<file path="src/rtl/plebm_params.svh">
`ifndef PLEBM_PARAMS_SVH
`define PLEBM_PARAMS_SVH
// ==========================================
// register byte offsets
`define PLEBM_OFF_UCFG0 16'hfff8
`define PLEBM_OFF_LOWLAT 16'h0000
`define PLEBM_OFF_HILAT 16'h0004
`define PLEBM_OFF_LOWPIN 16'h0008
`define PLEBM_OFF_HIPIN 16'h000c
`define PLEBM_OFF_CPUCMD 16'h0010
`define PLEBM_OFF_BUSCTL 16'h0014
`define PLEBM_OFF_STATUS 16'h0018
// ==========================================
// configuration byte fields
`define PLEBM_UCFG_PAGE_N 1
`define PLEBM_UCFG_LONGLAT_N 4
`define PLEBM_UCFG_WS_LO 5
`define PLEBM_UCFG_WS_HI 6
// ==========================================
// reset values
`define PLEBM_LATCH_RST 8'hff
`define PLEBM_UCFG_RST 8'hff
// ==========================================
// timing: strong pull-up two oscillator periods
`define PLEBM_BOOST_NS 100
`define PLEBM_CLK_NS 50
`define PLEBM_BOOST_CYC ((`PLEBM_BOOST_NS + `PLEBM_CLK_NS - 1) / `PLEBM_CLK_NS)
`endif

</file>
<file path="src/rtl/plebm_pkg.sv">
package plebm_pkg;
  // read-modify-write operation codes
  typedef enum logic [3:0] {
    PLEBM_OP_NONE, PLEBM_OP_AND, PLEBM_OP_OR, PLEBM_OP_XOR, PLEBM_OP_JBSC, PLEBM_OP_COMPL,
    PLEBM_OP_INC, PLEBM_OP_DEC, PLEBM_OP_DECJNZ, PLEBM_OP_MOVC, PLEBM_OP_CLRB, PLEBM_OP_SETBIT
  } plebm_op_t;
  // axi read/write channel states
  typedef enum logic [1:0] {PLEBM_IDLE, PLEBM_RESP} plebm_ch_t;
endpackage

</file>
<file path="src/rtl/plebm_port_mux.sv">
// The AXI4-Lite register port was left to the implementer.
`timescale 1ns/1ns
`include "plebm_params.svh"
// Contract
// [RL1] low/high pins driven from latch bits
// [RL2] latch one turns pull-down driver off
// [RL3] bus cycle switches driver to addr/data
// [RL4] bus use excludes general-purpose i/o
// [RL5] low port pull-up only during bus
// [RL6] read-modify-write ops read the latch
// [RL7] bit op rewrites whole latch byte
// [RL8] reset loads ones into all latches
// [RL9] writing one restores input condition
// [RL10] low port floats when latch one idle
// [RL11] strong pull-up two periods after rise
// [RL12] keeper pull-up follows pin level
// [RL13] very weak pull-up when driver off
// [RL14] page mode chosen from config bit 1
// [RL15] address/data placement per mode
// [RL16] page mode only for external code
// [RL17] code wait states from two bits
// [RL18] extended latch pulse one or three
// [RL19] config selects strobe address ranges
// [RL20] plain reads return pin levels
module plebm_port_mux
  import plebm_pkg::*;
#(
  parameter int W = 8,
  parameter logic [15:0] STROBE_SPLIT = 16'h8000
)(
  input wire logic CORE_CLK,
  input wire logic ARST_N,
  input wire logic CLK_EN,
  input wire logic [W-1:0] UCFG_BYTE,
  input wire logic S_AWVALID,
  output logic S_AWREADY,
  input wire logic [15:0] S_AWADDR,
  input wire logic S_WVALID,
  output logic S_WREADY,
  input wire logic [31:0] S_WDATA,
  input wire logic [3:0] S_WSTRB,
  output logic S_BVALID,
  input wire logic S_BREADY,
  output logic [1:0] S_BRESP,
  input wire logic S_ARVALID,
  output logic S_ARREADY,
  input wire logic [15:0] S_ARADDR,
  output logic S_RVALID,
  input wire logic S_RREADY,
  output logic [31:0] S_RDATA,
  output logic [1:0] S_RRESP,
  input wire logic BUS_CYCLE,
  input wire logic BUS_IS_CODE,
  input wire logic BUS_EXTERNAL,
  input wire logic [15:0] BUS_ADDR,
  input wire logic [W-1:0] BUS_WDATA,
  input wire logic BUS_DATA_PHASE,
  input wire logic [W-1:0] LOW_PIN_I,
  output logic [W-1:0] LOW_PIN_O,
  output logic [W-1:0] LOW_PIN_OE,
  output logic [W-1:0] LOW_PULLUP,
  input wire logic [W-1:0] HIGH_PIN_I,
  output logic [W-1:0] HIGH_PIN_O,
  output logic [W-1:0] HIGH_PIN_OE,
  output logic [W-1:0] HIGH_STRONG_PU,
  output logic [W-1:0] HIGH_KEEPER_PU,
  output logic [W-1:0] HIGH_WEAK_PU,
  output logic PAGE_MODE,
  output logic PAGE_APPLIES,
  output logic [1:0] CODE_WAIT_STATES,
  output logic [1:0] LATCH_PULSE_CYC,
  output logic [1:0] TOTAL_CODE_WAIT,
  output logic CODE_STROBE_EN,
  output logic DATA_STROBE_EN
);
  // ==========================================
  // pin synchronisers, three stages
  logic [W-1:0] low_s1_q, low_s2_q, low_s3_q, low_pin_q;
  logic [W-1:0] hi_s1_q, hi_s2_q, hi_s3_q, hi_pin_q;
  // pin level accepted once stages two and three agree
  always_ff @(posedge CORE_CLK or negedge ARST_N) begin
    if (!ARST_N) begin
      low_s1_q <= 8'h00;
      low_s2_q <= 8'h00;
      low_s3_q <= 8'h00;
      hi_s1_q <= 8'h00;
      hi_s2_q <= 8'h00;
      hi_s3_q <= 8'h00;
    end else if (CLK_EN) begin
      low_s1_q <= LOW_PIN_I;
      low_s2_q <= low_s1_q;
      low_s3_q <= low_s2_q;
      hi_s1_q <= HIGH_PIN_I;
      hi_s2_q <= hi_s1_q;
      hi_s3_q <= hi_s2_q;
    end
  end
  // per-bit agreement filter
  genvar gi;
  generate
    for (gi = 0; gi < W; gi++) begin : g_filt
      always_ff @(posedge CORE_CLK or negedge ARST_N) begin
        if (!ARST_N) begin
          low_pin_q[gi] <= 1'b0;
          hi_pin_q[gi] <= 1'b0;
        end else if (CLK_EN) begin
          if (low_s2_q[gi] == low_s3_q[gi]) begin
            low_pin_q[gi] <= low_s3_q[gi];
          end
          if (hi_s2_q[gi] == hi_s3_q[gi]) begin
            hi_pin_q[gi] <= hi_s3_q[gi];
          end
        end
      end
    end
  endgenerate
  // ==========================================
  // configuration byte, caught after reset release
  logic [W-1:0] ucfg_q;
  logic ucfg_taken_q;
  // sampled once, at the first enabled edge after release
  always_ff @(posedge CORE_CLK or negedge ARST_N) begin
    if (!ARST_N) begin
      ucfg_q <= `PLEBM_UCFG_RST;
      ucfg_taken_q <= 1'b0;
    end else if (CLK_EN && !ucfg_taken_q) begin
      ucfg_q <= UCFG_BYTE; // RL14
      ucfg_taken_q <= 1'b1;
    end
  end
  wire logic [1:0] ws_code = {ucfg_q[`PLEBM_UCFG_WS_HI], ucfg_q[`PLEBM_UCFG_WS_LO]};
  assign PAGE_MODE = ~ucfg_q[`PLEBM_UCFG_PAGE_N]; // RL14
  assign PAGE_APPLIES = PAGE_MODE & BUS_CYCLE & BUS_IS_CODE & BUS_EXTERNAL; // RL16
  assign CODE_WAIT_STATES = ~ws_code; // RL17
  assign LATCH_PULSE_CYC = ucfg_q[`PLEBM_UCFG_LONGLAT_N] ? 2'd1 : 2'd3; // RL18
  // extended latch pulse counts as one extra wait; saturate at three
  // the output is only two bits wide, so three code waits plus the long
  // latch pulse cannot be told apart from three code waits alone
  wire logic [2:0] wait_sum = {1'b0, CODE_WAIT_STATES} + {2'b00, ~ucfg_q[`PLEBM_UCFG_LONGLAT_N]};
  assign TOTAL_CODE_WAIT = (BUS_EXTERNAL && BUS_IS_CODE) ? (wait_sum[2] ? 2'd3 : wait_sum[1:0]) : 2'd0;
  // strobe range: nonpage splits code above, data below; page mode opens all
  wire logic in_upper = BUS_ADDR >= STROBE_SPLIT;
  assign CODE_STROBE_EN = BUS_CYCLE & BUS_EXTERNAL & BUS_IS_CODE & (PAGE_MODE | in_upper); // RL19
  assign DATA_STROBE_EN = BUS_CYCLE & BUS_EXTERNAL & ~BUS_IS_CODE & (PAGE_MODE | ~in_upper); // RL19
  // ==========================================
  // port latches and read-modify-write engine
  logic [W-1:0] low_lat_q, hi_lat_q, hi_lat_prev_q;
  logic [1:0] boost_cnt_q [W];
  logic cmd_flag_q;
  // write decode
  // a frozen clock enable must also hold off the handshake, or the master
  // would see ready while the write is silently lost
  // address and data are only taken together, so neither channel can run
  // ahead and leave a half-accepted write behind
  wire logic wr_fire = S_AWVALID & S_WVALID & ~S_BVALID & CLK_EN;
  wire logic hit_low = S_AWADDR == `PLEBM_OFF_LOWLAT;
  wire logic hit_hi = S_AWADDR == `PLEBM_OFF_HILAT;
  wire logic hit_cmd = S_AWADDR == `PLEBM_OFF_CPUCMD;
  wire logic wr_ok = hit_low | hit_hi | hit_cmd;
  // command word: [3:0] op, [4] port select, [7:5] bit, [8] carry, [23:16] operand
  wire plebm_op_t cmd_op = plebm_op_t'(S_WDATA[3:0]);
  wire logic cmd_hi = S_WDATA[4];
  wire logic [2:0] cmd_bit = S_WDATA[7:5];
  wire logic [W-1:0] cmd_arg = S_WDATA[23:16];
  wire logic [W-1:0] rmw_src = cmd_hi ? hi_lat_q : low_lat_q; // RL6
  wire logic [W-1:0] bit_mask = 8'h01 << cmd_bit;
  logic [W-1:0] rmw_res;
  logic rmw_flag;
  // modify step; bit ops keep the other seven bits
  always_comb begin
    rmw_res = rmw_src;
    rmw_flag = 1'b0;
    case (cmd_op)
      PLEBM_OP_AND: rmw_res = rmw_src & cmd_arg;
      PLEBM_OP_OR: rmw_res = rmw_src | cmd_arg;
      PLEBM_OP_XOR: rmw_res = rmw_src ^ cmd_arg;
      PLEBM_OP_JBSC: begin
        rmw_flag = |(rmw_src & bit_mask);
        rmw_res = rmw_src & ~bit_mask; // RL7
      end
      PLEBM_OP_COMPL: rmw_res = rmw_src ^ bit_mask; // RL7
      PLEBM_OP_INC: rmw_res = rmw_src + 8'h01;
      PLEBM_OP_DEC: rmw_res = rmw_src - 8'h01;
      PLEBM_OP_DECJNZ: begin
        rmw_res = rmw_src - 8'h01;
        rmw_flag = rmw_res != 8'h00;
      end
      PLEBM_OP_MOVC: rmw_res = S_WDATA[8] ? (rmw_src | bit_mask) : (rmw_src & ~bit_mask); // RL7
      PLEBM_OP_CLRB: rmw_res = rmw_src & ~bit_mask; // RL7
      PLEBM_OP_SETBIT: rmw_res = rmw_src | bit_mask; // RL7
      default: rmw_res = rmw_src;
    endcase
  end
  wire logic cmd_go = wr_fire & hit_cmd & S_WSTRB[0] & (cmd_op != PLEBM_OP_NONE);
  // latches: direct writes, rmw write-back; an external bus cycle leaves ff in the low latch
  always_ff @(posedge CORE_CLK or negedge ARST_N) begin
    if (!ARST_N) begin
      low_lat_q <= `PLEBM_LATCH_RST; // RL8
      hi_lat_q <= `PLEBM_LATCH_RST; // RL8
      hi_lat_prev_q <= `PLEBM_LATCH_RST;
      cmd_flag_q <= 1'b0;
    end else if (CLK_EN) begin
      hi_lat_prev_q <= hi_lat_q;
      if (BUS_CYCLE && BUS_EXTERNAL) begin
        low_lat_q <= 8'hff;
      end else if (wr_fire && hit_low && S_WSTRB[0]) begin
        low_lat_q <= S_WDATA[7:0]; // RL9
      end else if (cmd_go && !cmd_hi) begin
        low_lat_q <= rmw_res; // RL7
      end
      if (wr_fire && hit_hi && S_WSTRB[0]) begin
        hi_lat_q <= S_WDATA[7:0]; // RL9
      end else if (cmd_go && cmd_hi) begin
        hi_lat_q <= rmw_res; // RL7
      end
      if (cmd_go) begin
        cmd_flag_q <= rmw_flag;
      end
    end
  end
  // ==========================================
  // pin drive and pull-up control
  wire logic bus_on = BUS_CYCLE & BUS_EXTERNAL;
  wire logic data_low = BUS_DATA_PHASE & ~PAGE_MODE; // RL15
  wire logic data_hi = BUS_DATA_PHASE & PAGE_MODE; // RL15
  wire logic [W-1:0] low_bus_val = data_low ? BUS_WDATA : BUS_ADDR[7:0]; // RL15
  wire logic [W-1:0] hi_bus_val = data_hi ? BUS_WDATA : BUS_ADDR[15:8]; // RL15
  wire logic [W-1:0] low_src = bus_on ? low_bus_val : low_lat_q; // RL3 RL4
  wire logic [W-1:0] hi_src = bus_on ? hi_bus_val : hi_lat_q; // RL3 RL4
  generate
    for (gi = 0; gi < W; gi++) begin : g_pin
      // strong pull-up one-shot after a latch rise
      always_ff @(posedge CORE_CLK or negedge ARST_N) begin
        if (!ARST_N) begin
          boost_cnt_q[gi] <= 2'd0;
        end else if (CLK_EN) begin
          if (!hi_lat_prev_q[gi] && hi_lat_q[gi]) begin
            boost_cnt_q[gi] <= 2'(`PLEBM_BOOST_CYC); // RL11
          end else if (boost_cnt_q[gi] != 2'd0) begin
            boost_cnt_q[gi] <= boost_cnt_q[gi] - 2'd1;
          end
        end
      end
      // pull-down only; a one turns the driver off, or bus pull-up for ones
      assign LOW_PIN_O[gi] = bus_on & low_src[gi];
      assign LOW_PIN_OE[gi] = ~low_src[gi] | bus_on; // RL1 RL2 RL10
      assign LOW_PULLUP[gi] = bus_on & low_src[gi]; // RL5
      assign HIGH_PIN_O[gi] = 1'b0;
      assign HIGH_PIN_OE[gi] = ~hi_src[gi]; // RL1 RL2
      assign HIGH_STRONG_PU[gi] = (boost_cnt_q[gi] != 2'd0) & hi_src[gi]; // RL11
      assign HIGH_KEEPER_PU[gi] = hi_pin_q[gi] & hi_src[gi]; // RL12
      assign HIGH_WEAK_PU[gi] = hi_src[gi]; // RL13
    end
  endgenerate
  // ==========================================
  // axi4-lite handshakes: single outstanding each
  logic bvalid_q, bok_q, rvalid_q;
  logic [31:0] rdata_q;
  logic [1:0] rresp_q;
  assign S_AWREADY = wr_fire;
  assign S_WREADY = wr_fire;
  // read accepted only while running and with no answer pending
  assign S_ARREADY = S_ARVALID & ~rvalid_q & CLK_EN;
  assign S_BVALID = bvalid_q;
  assign S_BRESP = bok_q ? 2'b00 : 2'b10;
  assign S_RVALID = rvalid_q;
  assign S_RDATA = rdata_q;
  assign S_RRESP = rresp_q;
  // read decode; plain pin reads return filtered pin levels
  wire logic [15:0] ra = S_ARADDR;
  wire logic r_cfg = ra == `PLEBM_OFF_UCFG0;
  wire logic r_ll = ra == `PLEBM_OFF_LOWLAT;
  wire logic r_hl = ra == `PLEBM_OFF_HILAT;
  wire logic r_lp = ra == `PLEBM_OFF_LOWPIN;
  wire logic r_hp = ra == `PLEBM_OFF_HIPIN;
  wire logic r_st = ra == `PLEBM_OFF_STATUS;
  wire logic [31:0] rd_val = r_cfg ? {24'h0, ucfg_q} :
    r_ll ? {24'h0, low_lat_q} : r_hl ? {24'h0, hi_lat_q} :
    r_lp ? {24'h0, low_pin_q} : r_hp ? {24'h0, hi_pin_q} : // RL20
    r_st ? {30'h0, PAGE_MODE, cmd_flag_q} : 32'h0;
  wire logic rd_ok = r_cfg | r_ll | r_hl | r_lp | r_hp | r_st;
  // response registers
  always_ff @(posedge CORE_CLK or negedge ARST_N) begin
    if (!ARST_N) begin
      bvalid_q <= 1'b0;
      bok_q <= 1'b1;
      rvalid_q <= 1'b0;
      rdata_q <= 32'h0;
      rresp_q <= 2'b00;
    end else if (CLK_EN) begin
      if (wr_fire) begin
        bvalid_q <= 1'b1;
        bok_q <= wr_ok;
      end else if (S_BREADY) begin
        bvalid_q <= 1'b0;
      end
      if (S_ARREADY) begin
        rvalid_q <= 1'b1;
        rdata_q <= rd_val;
        rresp_q <= rd_ok ? 2'b00 : 2'b10;
      end else if (S_RREADY) begin
        rvalid_q <= 1'b0;
      end
    end
  end
  // ==========================================
  // checks
  a_reset_ones: assert property (@(posedge CORE_CLK) $rose(ARST_N) |-> low_lat_q == 8'hff && hi_lat_q == 8'hff)
    else $error("latches not ones after reset"); // RL8
  a_low_float: assert property (@(posedge CORE_CLK) disable iff (!ARST_N)
    !bus_on |-> LOW_PULLUP == 8'h00 && LOW_PIN_OE == ~low_lat_q)
    else $error("low port not open drain when idle"); // RL5
  a_bus_drive: assert property (@(posedge CORE_CLK) disable iff (!ARST_N)
    bus_on && !BUS_DATA_PHASE |-> LOW_PULLUP == BUS_ADDR[7:0] && HIGH_PIN_OE == ~BUS_ADDR[15:8])
    else $error("bus address not on ports"); // RL3
  a_hi_latch: assert property (@(posedge CORE_CLK) disable iff (!ARST_N)
    !bus_on |-> HIGH_PIN_OE == ~hi_lat_q && HIGH_WEAK_PU == hi_lat_q)
    else $error("high port not from latch"); // RL1
  a_boost_len: assert property (@(posedge CORE_CLK) disable iff (!ARST_N)
    CLK_EN && !bus_on && $rose(hi_lat_q[0]) ##1 CLK_EN [*2] |-> $past(HIGH_STRONG_PU[0]) ##1 !HIGH_STRONG_PU[0])
    else $error("strong pull-up length wrong"); // RL11
  a_setbit_only: assert property (@(posedge CORE_CLK) disable iff (!ARST_N)
    CLK_EN && cmd_go && cmd_hi && cmd_op == PLEBM_OP_SETBIT |=> hi_lat_q == ($past(hi_lat_q) | $past(bit_mask)))
    else $error("set bit changed other bits"); // RL7
  a_page_sel: assert property (@(posedge CORE_CLK) disable iff (!ARST_N)
    ucfg_taken_q |-> PAGE_MODE == ~ucfg_q[1])
    else $error("page mode select wrong"); // RL14
  a_wait_map: assert property (@(posedge CORE_CLK) disable iff (!ARST_N)
    ws_code == 2'b11 |-> CODE_WAIT_STATES == 2'd0)
    else $error("wait state decode wrong"); // RL17
  a_latch_pulse: assert property (@(posedge CORE_CLK) disable iff (!ARST_N)
    !ucfg_q[`PLEBM_UCFG_LONGLAT_N] |-> LATCH_PULSE_CYC == 2'd3)
    else $error("extended pulse wrong"); // RL18
  a_page_code: assert property (@(posedge CORE_CLK) disable iff (!ARST_N)
    PAGE_APPLIES |-> BUS_IS_CODE && BUS_EXTERNAL)
    else $error("page mode on non-external-code"); // RL16
  // a direct high latch write lands on the next enabled edge
  a_wr_lands: assert property (@(posedge CORE_CLK) disable iff (!ARST_N)
    wr_fire && hit_hi && S_WSTRB[0] |=> hi_lat_q == $past(S_WDATA[7:0]))
    else $error("high latch write lost"); // RL1
  // nothing moves while the clock enable is low
  a_freeze_state: assert property (@(posedge CORE_CLK) disable iff (!ARST_N)
    !CLK_EN |=> $stable(hi_lat_q) && $stable(low_lat_q) && $stable(boost_cnt_q[0]))
    else $error("state moved while frozen"); // RL11
  // code and data strobes never open together
  a_strobe_excl: assert property (@(posedge CORE_CLK) disable iff (!ARST_N)
    !(CODE_STROBE_EN && DATA_STROBE_EN))
    else $error("both strobes enabled"); // RL19
  // an external bus cycle leaves all ones in the low latch
  a_bus_low_ff: assert property (@(posedge CORE_CLK) disable iff (!ARST_N)
    CLK_EN && bus_on |=> low_lat_q == 8'hff)
    else $error("low latch not ones after bus"); // RL4
  // plain pin read returns the filtered pin level, not the latch
  a_pin_read: assert property (@(posedge CORE_CLK) disable iff (!ARST_N)
    S_ARREADY && r_hp |=> S_RVALID && S_RDATA[7:0] == $past(hi_pin_q))
    else $error("pin read wrong"); // RL20
  // keeper stays off while the pin reads zero
  a_keeper_off: assert property (@(posedge CORE_CLK) disable iff (!ARST_N)
    !hi_pin_q[0] |-> !HIGH_KEEPER_PU[0])
    else $error("keeper on for low pin"); // RL12
  c_bus_cycle: cover property (@(posedge CORE_CLK) disable iff (!ARST_N) bus_on && data_hi);
  c_rmw_compl: cover property (@(posedge CORE_CLK) disable iff (!ARST_N) cmd_go && cmd_op == PLEBM_OP_COMPL);
  // strong pull-up held across a frozen stretch
  c_freeze: cover property (@(posedge CORE_CLK) disable iff (!ARST_N) !CLK_EN && HIGH_STRONG_PU != 8'h00);
  c_boost: cover property (@(posedge CORE_CLK) disable iff (!ARST_N) HIGH_STRONG_PU != 8'h00);
endmodule

</file>
<file path="config.mk">
export PLATFORM = sky130hd
export DESIGN_NAME = plebm_port_mux
export DESIGN_NICKNAME = d
export VERILOG_FILES = /design/src/rtl/plebm_pkg.sv /design/src/rtl/plebm_port_mux.sv
export VERILOG_INCLUDE_DIRS = /design/src /design/src/rtl
export SDC_FILE = /design/constraint.sdc
export NUM_CORES = 1
export LEC_CHECK = 0
export ABC_AREA = 1
export BUFFER_PORTS_ARGS = -buffer_cell sky130_fd_sc_hd__buf_2
export CAP_MARGIN = 5
export CORE_ASPECT_RATIO = 0.9
export CORE_MARGIN = 3
export CORE_UTILIZATION = 45
export CTS_CLUSTER_DIAMETER = 40
export DETAILED_ROUTE_END_ITERATION = 10
export HOLD_SLACK_MARGIN = 0.08
export PLACE_DENSITY = 0.68
export SLEW_MARGIN = 20
export SYNTH_ARGS = -nofsm -noshare
export SYNTH_HDL_FRONTEND = slang
export SYNTH_SLANG_ARGS = --single-unit
</file>
<file path="constraint.sdc">
create_clock -name CORE_CLK -period 2.42 [get_ports CORE_CLK]
set_input_delay 0.242 -clock CORE_CLK [delete_from_list [all_inputs] [get_ports CORE_CLK]]
set_output_delay 0.242 -clock CORE_CLK [all_outputs]
set_load 0.05 [all_outputs]
</file>
==> Flow_metrics.wiki <==
{| class="wikitable"
! Metric !! Value
|-
| Synth Warn # || 0
|-
| Number of distinct library cell variants in the gate-level netlist after synthesis || 42
|-
| Non-filler cells in the finished layout || 1697
|-
| Pin count of the biggest net entering global routing || 65
|-
| Clock buffer count from CTS || 17
|-
| DIE WIDTH || about 150 um
|-
| Tightest Hold Check Type || in2reg
|-
| IO Count || around 240
|-
| Routed length on met1 || 11860 um
|-
| Worst slew margin relative to its limit || between 50% and 60%
|-
| Detailed router's first-iteration violation count || 683
|-
| Clock tree buffer depth || 2
|-
| TritonCTS Sinks || roughly 130
|-
| All-Layer GR Usage || about a quarter
|-
| Ratio of cells with drive above 1 in the final layout || ~24%
|-
| Cell type with the highest aggregate area in the netlist || dfrtp_1
|-
| Post-synthesis to final-layout area growth || 25.60%
|-
| Power density of the placed cells || around 710 mW/mm2
|-
| Combinational family with the most area after synthesis || simple AND/OR/NAND/NOR gates
|-
| Post-synth top cells || nand2_1 (371), nor2_1 (182), inv_1 (125)
|-
| Complex-gate fraction of the synthesized area || between 10% and 20%
|-
| Category of the worst setup path launch point || flip-flop
|-
| Critical Path AT || about 2.1 ns
|-
| Synthesized cell area || 0.008274 mm2
|-
| Buffers added on ports || roughly 190
|-
| GPL Wtd Cong || 0.9390
|-
| Via count of the first global-routing pass || between 7000 and 8000
|-
| Xor/xnor share of the synthesized area || 0%
|-
| Static leakage || 5.568 nW
|-
| Effective utilization at floorplan || a little under half
|-
| Fraction of registers with async set or reset after synthesis || 100.0%
|-
| Number of max-slew violations in the final report || 0
|-
| Total instance count after detailed placement || 1640
|-
| H-tree lvl count || 4
|-
| Diode insertion count for antenna repair || 0
|-
| Final Routed Wirelength || about 27000 um
|-
| NumNets Final || 1584
|-
| Via-per-instance ratio || between 5 and 6
|-
| Tightest Pin Transition || around 0.62 ns
|-
| Average cell area after synthesis || roughly 6.7 um2
|-
| Core ar. || between 0.015 and 0.02 mm2
|-
| Clock insertion delay at the later pin of the skew report || 0.42 ns
|-
| Crit-path max FO || 9
|-
| Fraction of synthesized area in multiplexers || less than 1%
|-
| Setup tns final || 0 ns
|-
| Share of the cycle needed by the critical path after routing || 95.57%
|-
| Clock Tree Root || clkbuf_16
|-
| Number of instances in the synthesized netlist || ~1200
|-
| TritonCTS clock tree || done
|-
| Library cell with the highest instance count after synthesis || nand2_1
|-
| Via count || approximately 8700
|-
| Worst clock skew || ~0.01 ns
|-
| Worst path required time || 2.18 ns
|-
| Highest Clock Rate || 432.4 MHz
|-
| Synth Register Bits || ~130
|-
| DRC Markers || 0
|-
| Max cap viols || 0
|-
| Wire length of the first global-routing pass || ~40000 um
|-
| Die boundary height || between 100 and 150 um
|-
| Synth Flop Type || dfrtp_1
|-
| Wire per inst || 15.67 um
|-
| HPWL Detailed || between 20000 and 25000 um
|-
| Fraction of the mapped netlist area in simple logic gates || 34.39%
|-
| Class of the most critical setup path || reg2out
|-
| Adder-cell area share of the yosys netlist || approximately 1.8%
|-
| Final setup vio count || 0
|-
| DR WL met2 || approximately 12000 um
|-
| IR drop worst, VDD || 0.5527 mV
|-
| RSZ-0062 raised after global routing || yes
|-
| Status || completed
|-
| Remaining number of nets flagged by the antenna check after routing || 0
|-
| Row count || 46
|-
| Sum of overflow across all layers after global routing || 0
|-
| Power, Total || between 7 and 8 mW
|-
| Area share of the largest cell type after synthesis || approximately 28%
|-
| Count of flip-flops with a built-in enable after synthesis || 0
|-
| Routed wire length on met3 || approximately 2400 um
|-
| Area contributors post-synth || dfrtp_1 (28%), nand2_1 (17%), dfstp_2 (10%)
|-
| Register clock-pin slew on the reported worst setup and hold paths || ~0.05 ns
|-
| Number of iterations in the first detailed-routing pass || 5
|-
| Initial antenna violation count || 0
|-
| Die outline area || 0.02005 mm2
|-
| Filler Cells Inserted || 1755
|-
| Top layer used by detailed routing || met4
|-
| Register area share after synthesis || 38.61%
|-
| Tmin final || between 2 and 2.5 ns
|-
| Kind of capture point of the worst setup path || primary output
|-
| Final number of hold-violating endpoints || 0
|}
[kinds of logic (layout without fill, tap and decap cells)]
| kind of cell | Yosys count | in the layout |
|---|---|---|
| and+or+nand+nor | 684 | 684 |
| adders and majority gates | 12 | 12 |
| muxes | 2 | 2 |
| DFF | 126 | 126 |
| AOI/OAI and AO/OA | 199 | 199 |
| buffers and inverters | 202 | 399 |
| other | 2 | 35 |
[flip-flops by register name (all words and copies together) (netlist names)]
register       flops
S_BVALID           1
S_RDATA            8
S_RRESP            1
S_RVALID           1
bok_q              1
boost_cnt_q       16
cmd_flag_q         1
hi_lat_prev_q      8
hi_lat_q           8
hi_pin_q           8
hi_s1_q            8
hi_s2_q            8
hi_s3_q            8
low_lat_q          8
low_pin_q          8
low_s1_q           8
low_s2_q           8
low_s3_q           8
ucfg_q             8
ucfg_taken_q       1
[layout make-up]
class | instances | area (um2) | area share (%)
inverter | 131 | 498.0 | 4.792
tap | 240 | 300.3 | 2.889
multi-input combinational | 932 | 4375 | 42.10
timing repair buffer | 236 | 1401 | 13.48
clock buffer | 21 | 460.4 | 4.431
sequential | 126 | 3194 | 30.74
clock inverter | 11 | 162.7 | 1.565
[cell usage in the layout, fill, tap and decap left out, types with 4 or more instances in the layout]
cell,count
nor2_2,10
buf_4,26
nand2_4,5
a31oi_1,10
dlygate4sd3_1,24
nor2_4,18
o211ai_1,4
clkinv_2,5
o21ai_2,12
nor2_1,166
a21oi_1,46
inv_2,13
nand2_1,370
inv_1,115
dfstp_2,33
nor3_1,6
nand4_1,10
clkbuf_16,17
bufinv_16,4
conb_1,35
ha_1,12
nand3_1,88
dfrtp_1,93
nand2_2,6
o22ai_1,5
o21ai_0,101
buf_2,182
o21ai_1,10
[worst max-delay path, cell delays in order (launching register included)]
cell and delay (ns):
dfstp_2 0.56, buf_4 0.16, nand2_1 0.19, inv_2 0.20
nor2_1 0.06, nor2_1 0.19, buf_2 0.30
[power breakdown]
part	total [mW]	leakage [nW]	switching (mW)	internal [mW]
combinational	2.05	3.75	1.44	0.618
clock	2.69	0.311	0.918	1.77
sequential	2.66	1.51	0.207	2.45
total	7.40	5.57	2.56	4.84
[routing by layer]
metal | vias up | track usage (%)
li1 | 4275 | -
met1 | 4004 | 37.51
met2 | 358 | 40.61
met3 | 23 | 5.705
met4 | 0 | 6.253
met5 | - | 0
[stage by stage]
step | setup slack [ns] | util, % | hold WS, ns | area, um2
6_report | 0.1071 | 58.25 | 0.1100 | 10390
5_1_grt | -0.01708 | 58.25 | 0.1060 | 10390
4_1_cts | 0.01315 | 58.16 | 0.08457 | 10380
3_5_place_dp | 0.2947 | 53.27 | 0.08467 | 9504
3_3_place_gp | 0.3268 | 53.27 | 0.08315 | 9504
2_1_floorplan | 0.04065 | - | -0.05359 | 8542
[path summary, 6_finish.rpt]
kind	slack, ns	end	start	cells after the start
worst max-delay path	0.11	LOW_PULLUP[4]	ucfg_q[1]$_DFFE_PN1P_	6
worst min-delay path	0.11	ucfg_q[2]$_DFFE_PN1P_	UCFG_BYTE[2]	3
worst max register to register	0.36	low_lat_q[6]$_DFFE_PN1P_	hi_lat_q[1]$_DFFE_PN1P_	11
worst min register to register	0.45	ucfg_taken_q$_DFFE_PN0P_	ucfg_taken_q$_DFFE_PN0P_	2
max in group asynchronous	1.59	low_s1_q[0]$_DFFE_PN0P_	ARST_N	3
min in group asynchronous	0.20	hi_s1_q[3]$_DFFE_PN0P_	ARST_N	2
[timing repair]
| item | in CTS | in global routing |
|---|---|---|
| hold buffers | 24 | 0 |
| hold endpoints to repair | 116 | 0 |
| gates cloned | 0 | 0 |
| buffers inserted | 0 | 1 |
| resized for setup | 6 | 4 |
| endpoints found under the setup margin | 13 | 23 |
(Power assumes the default switching activity.)
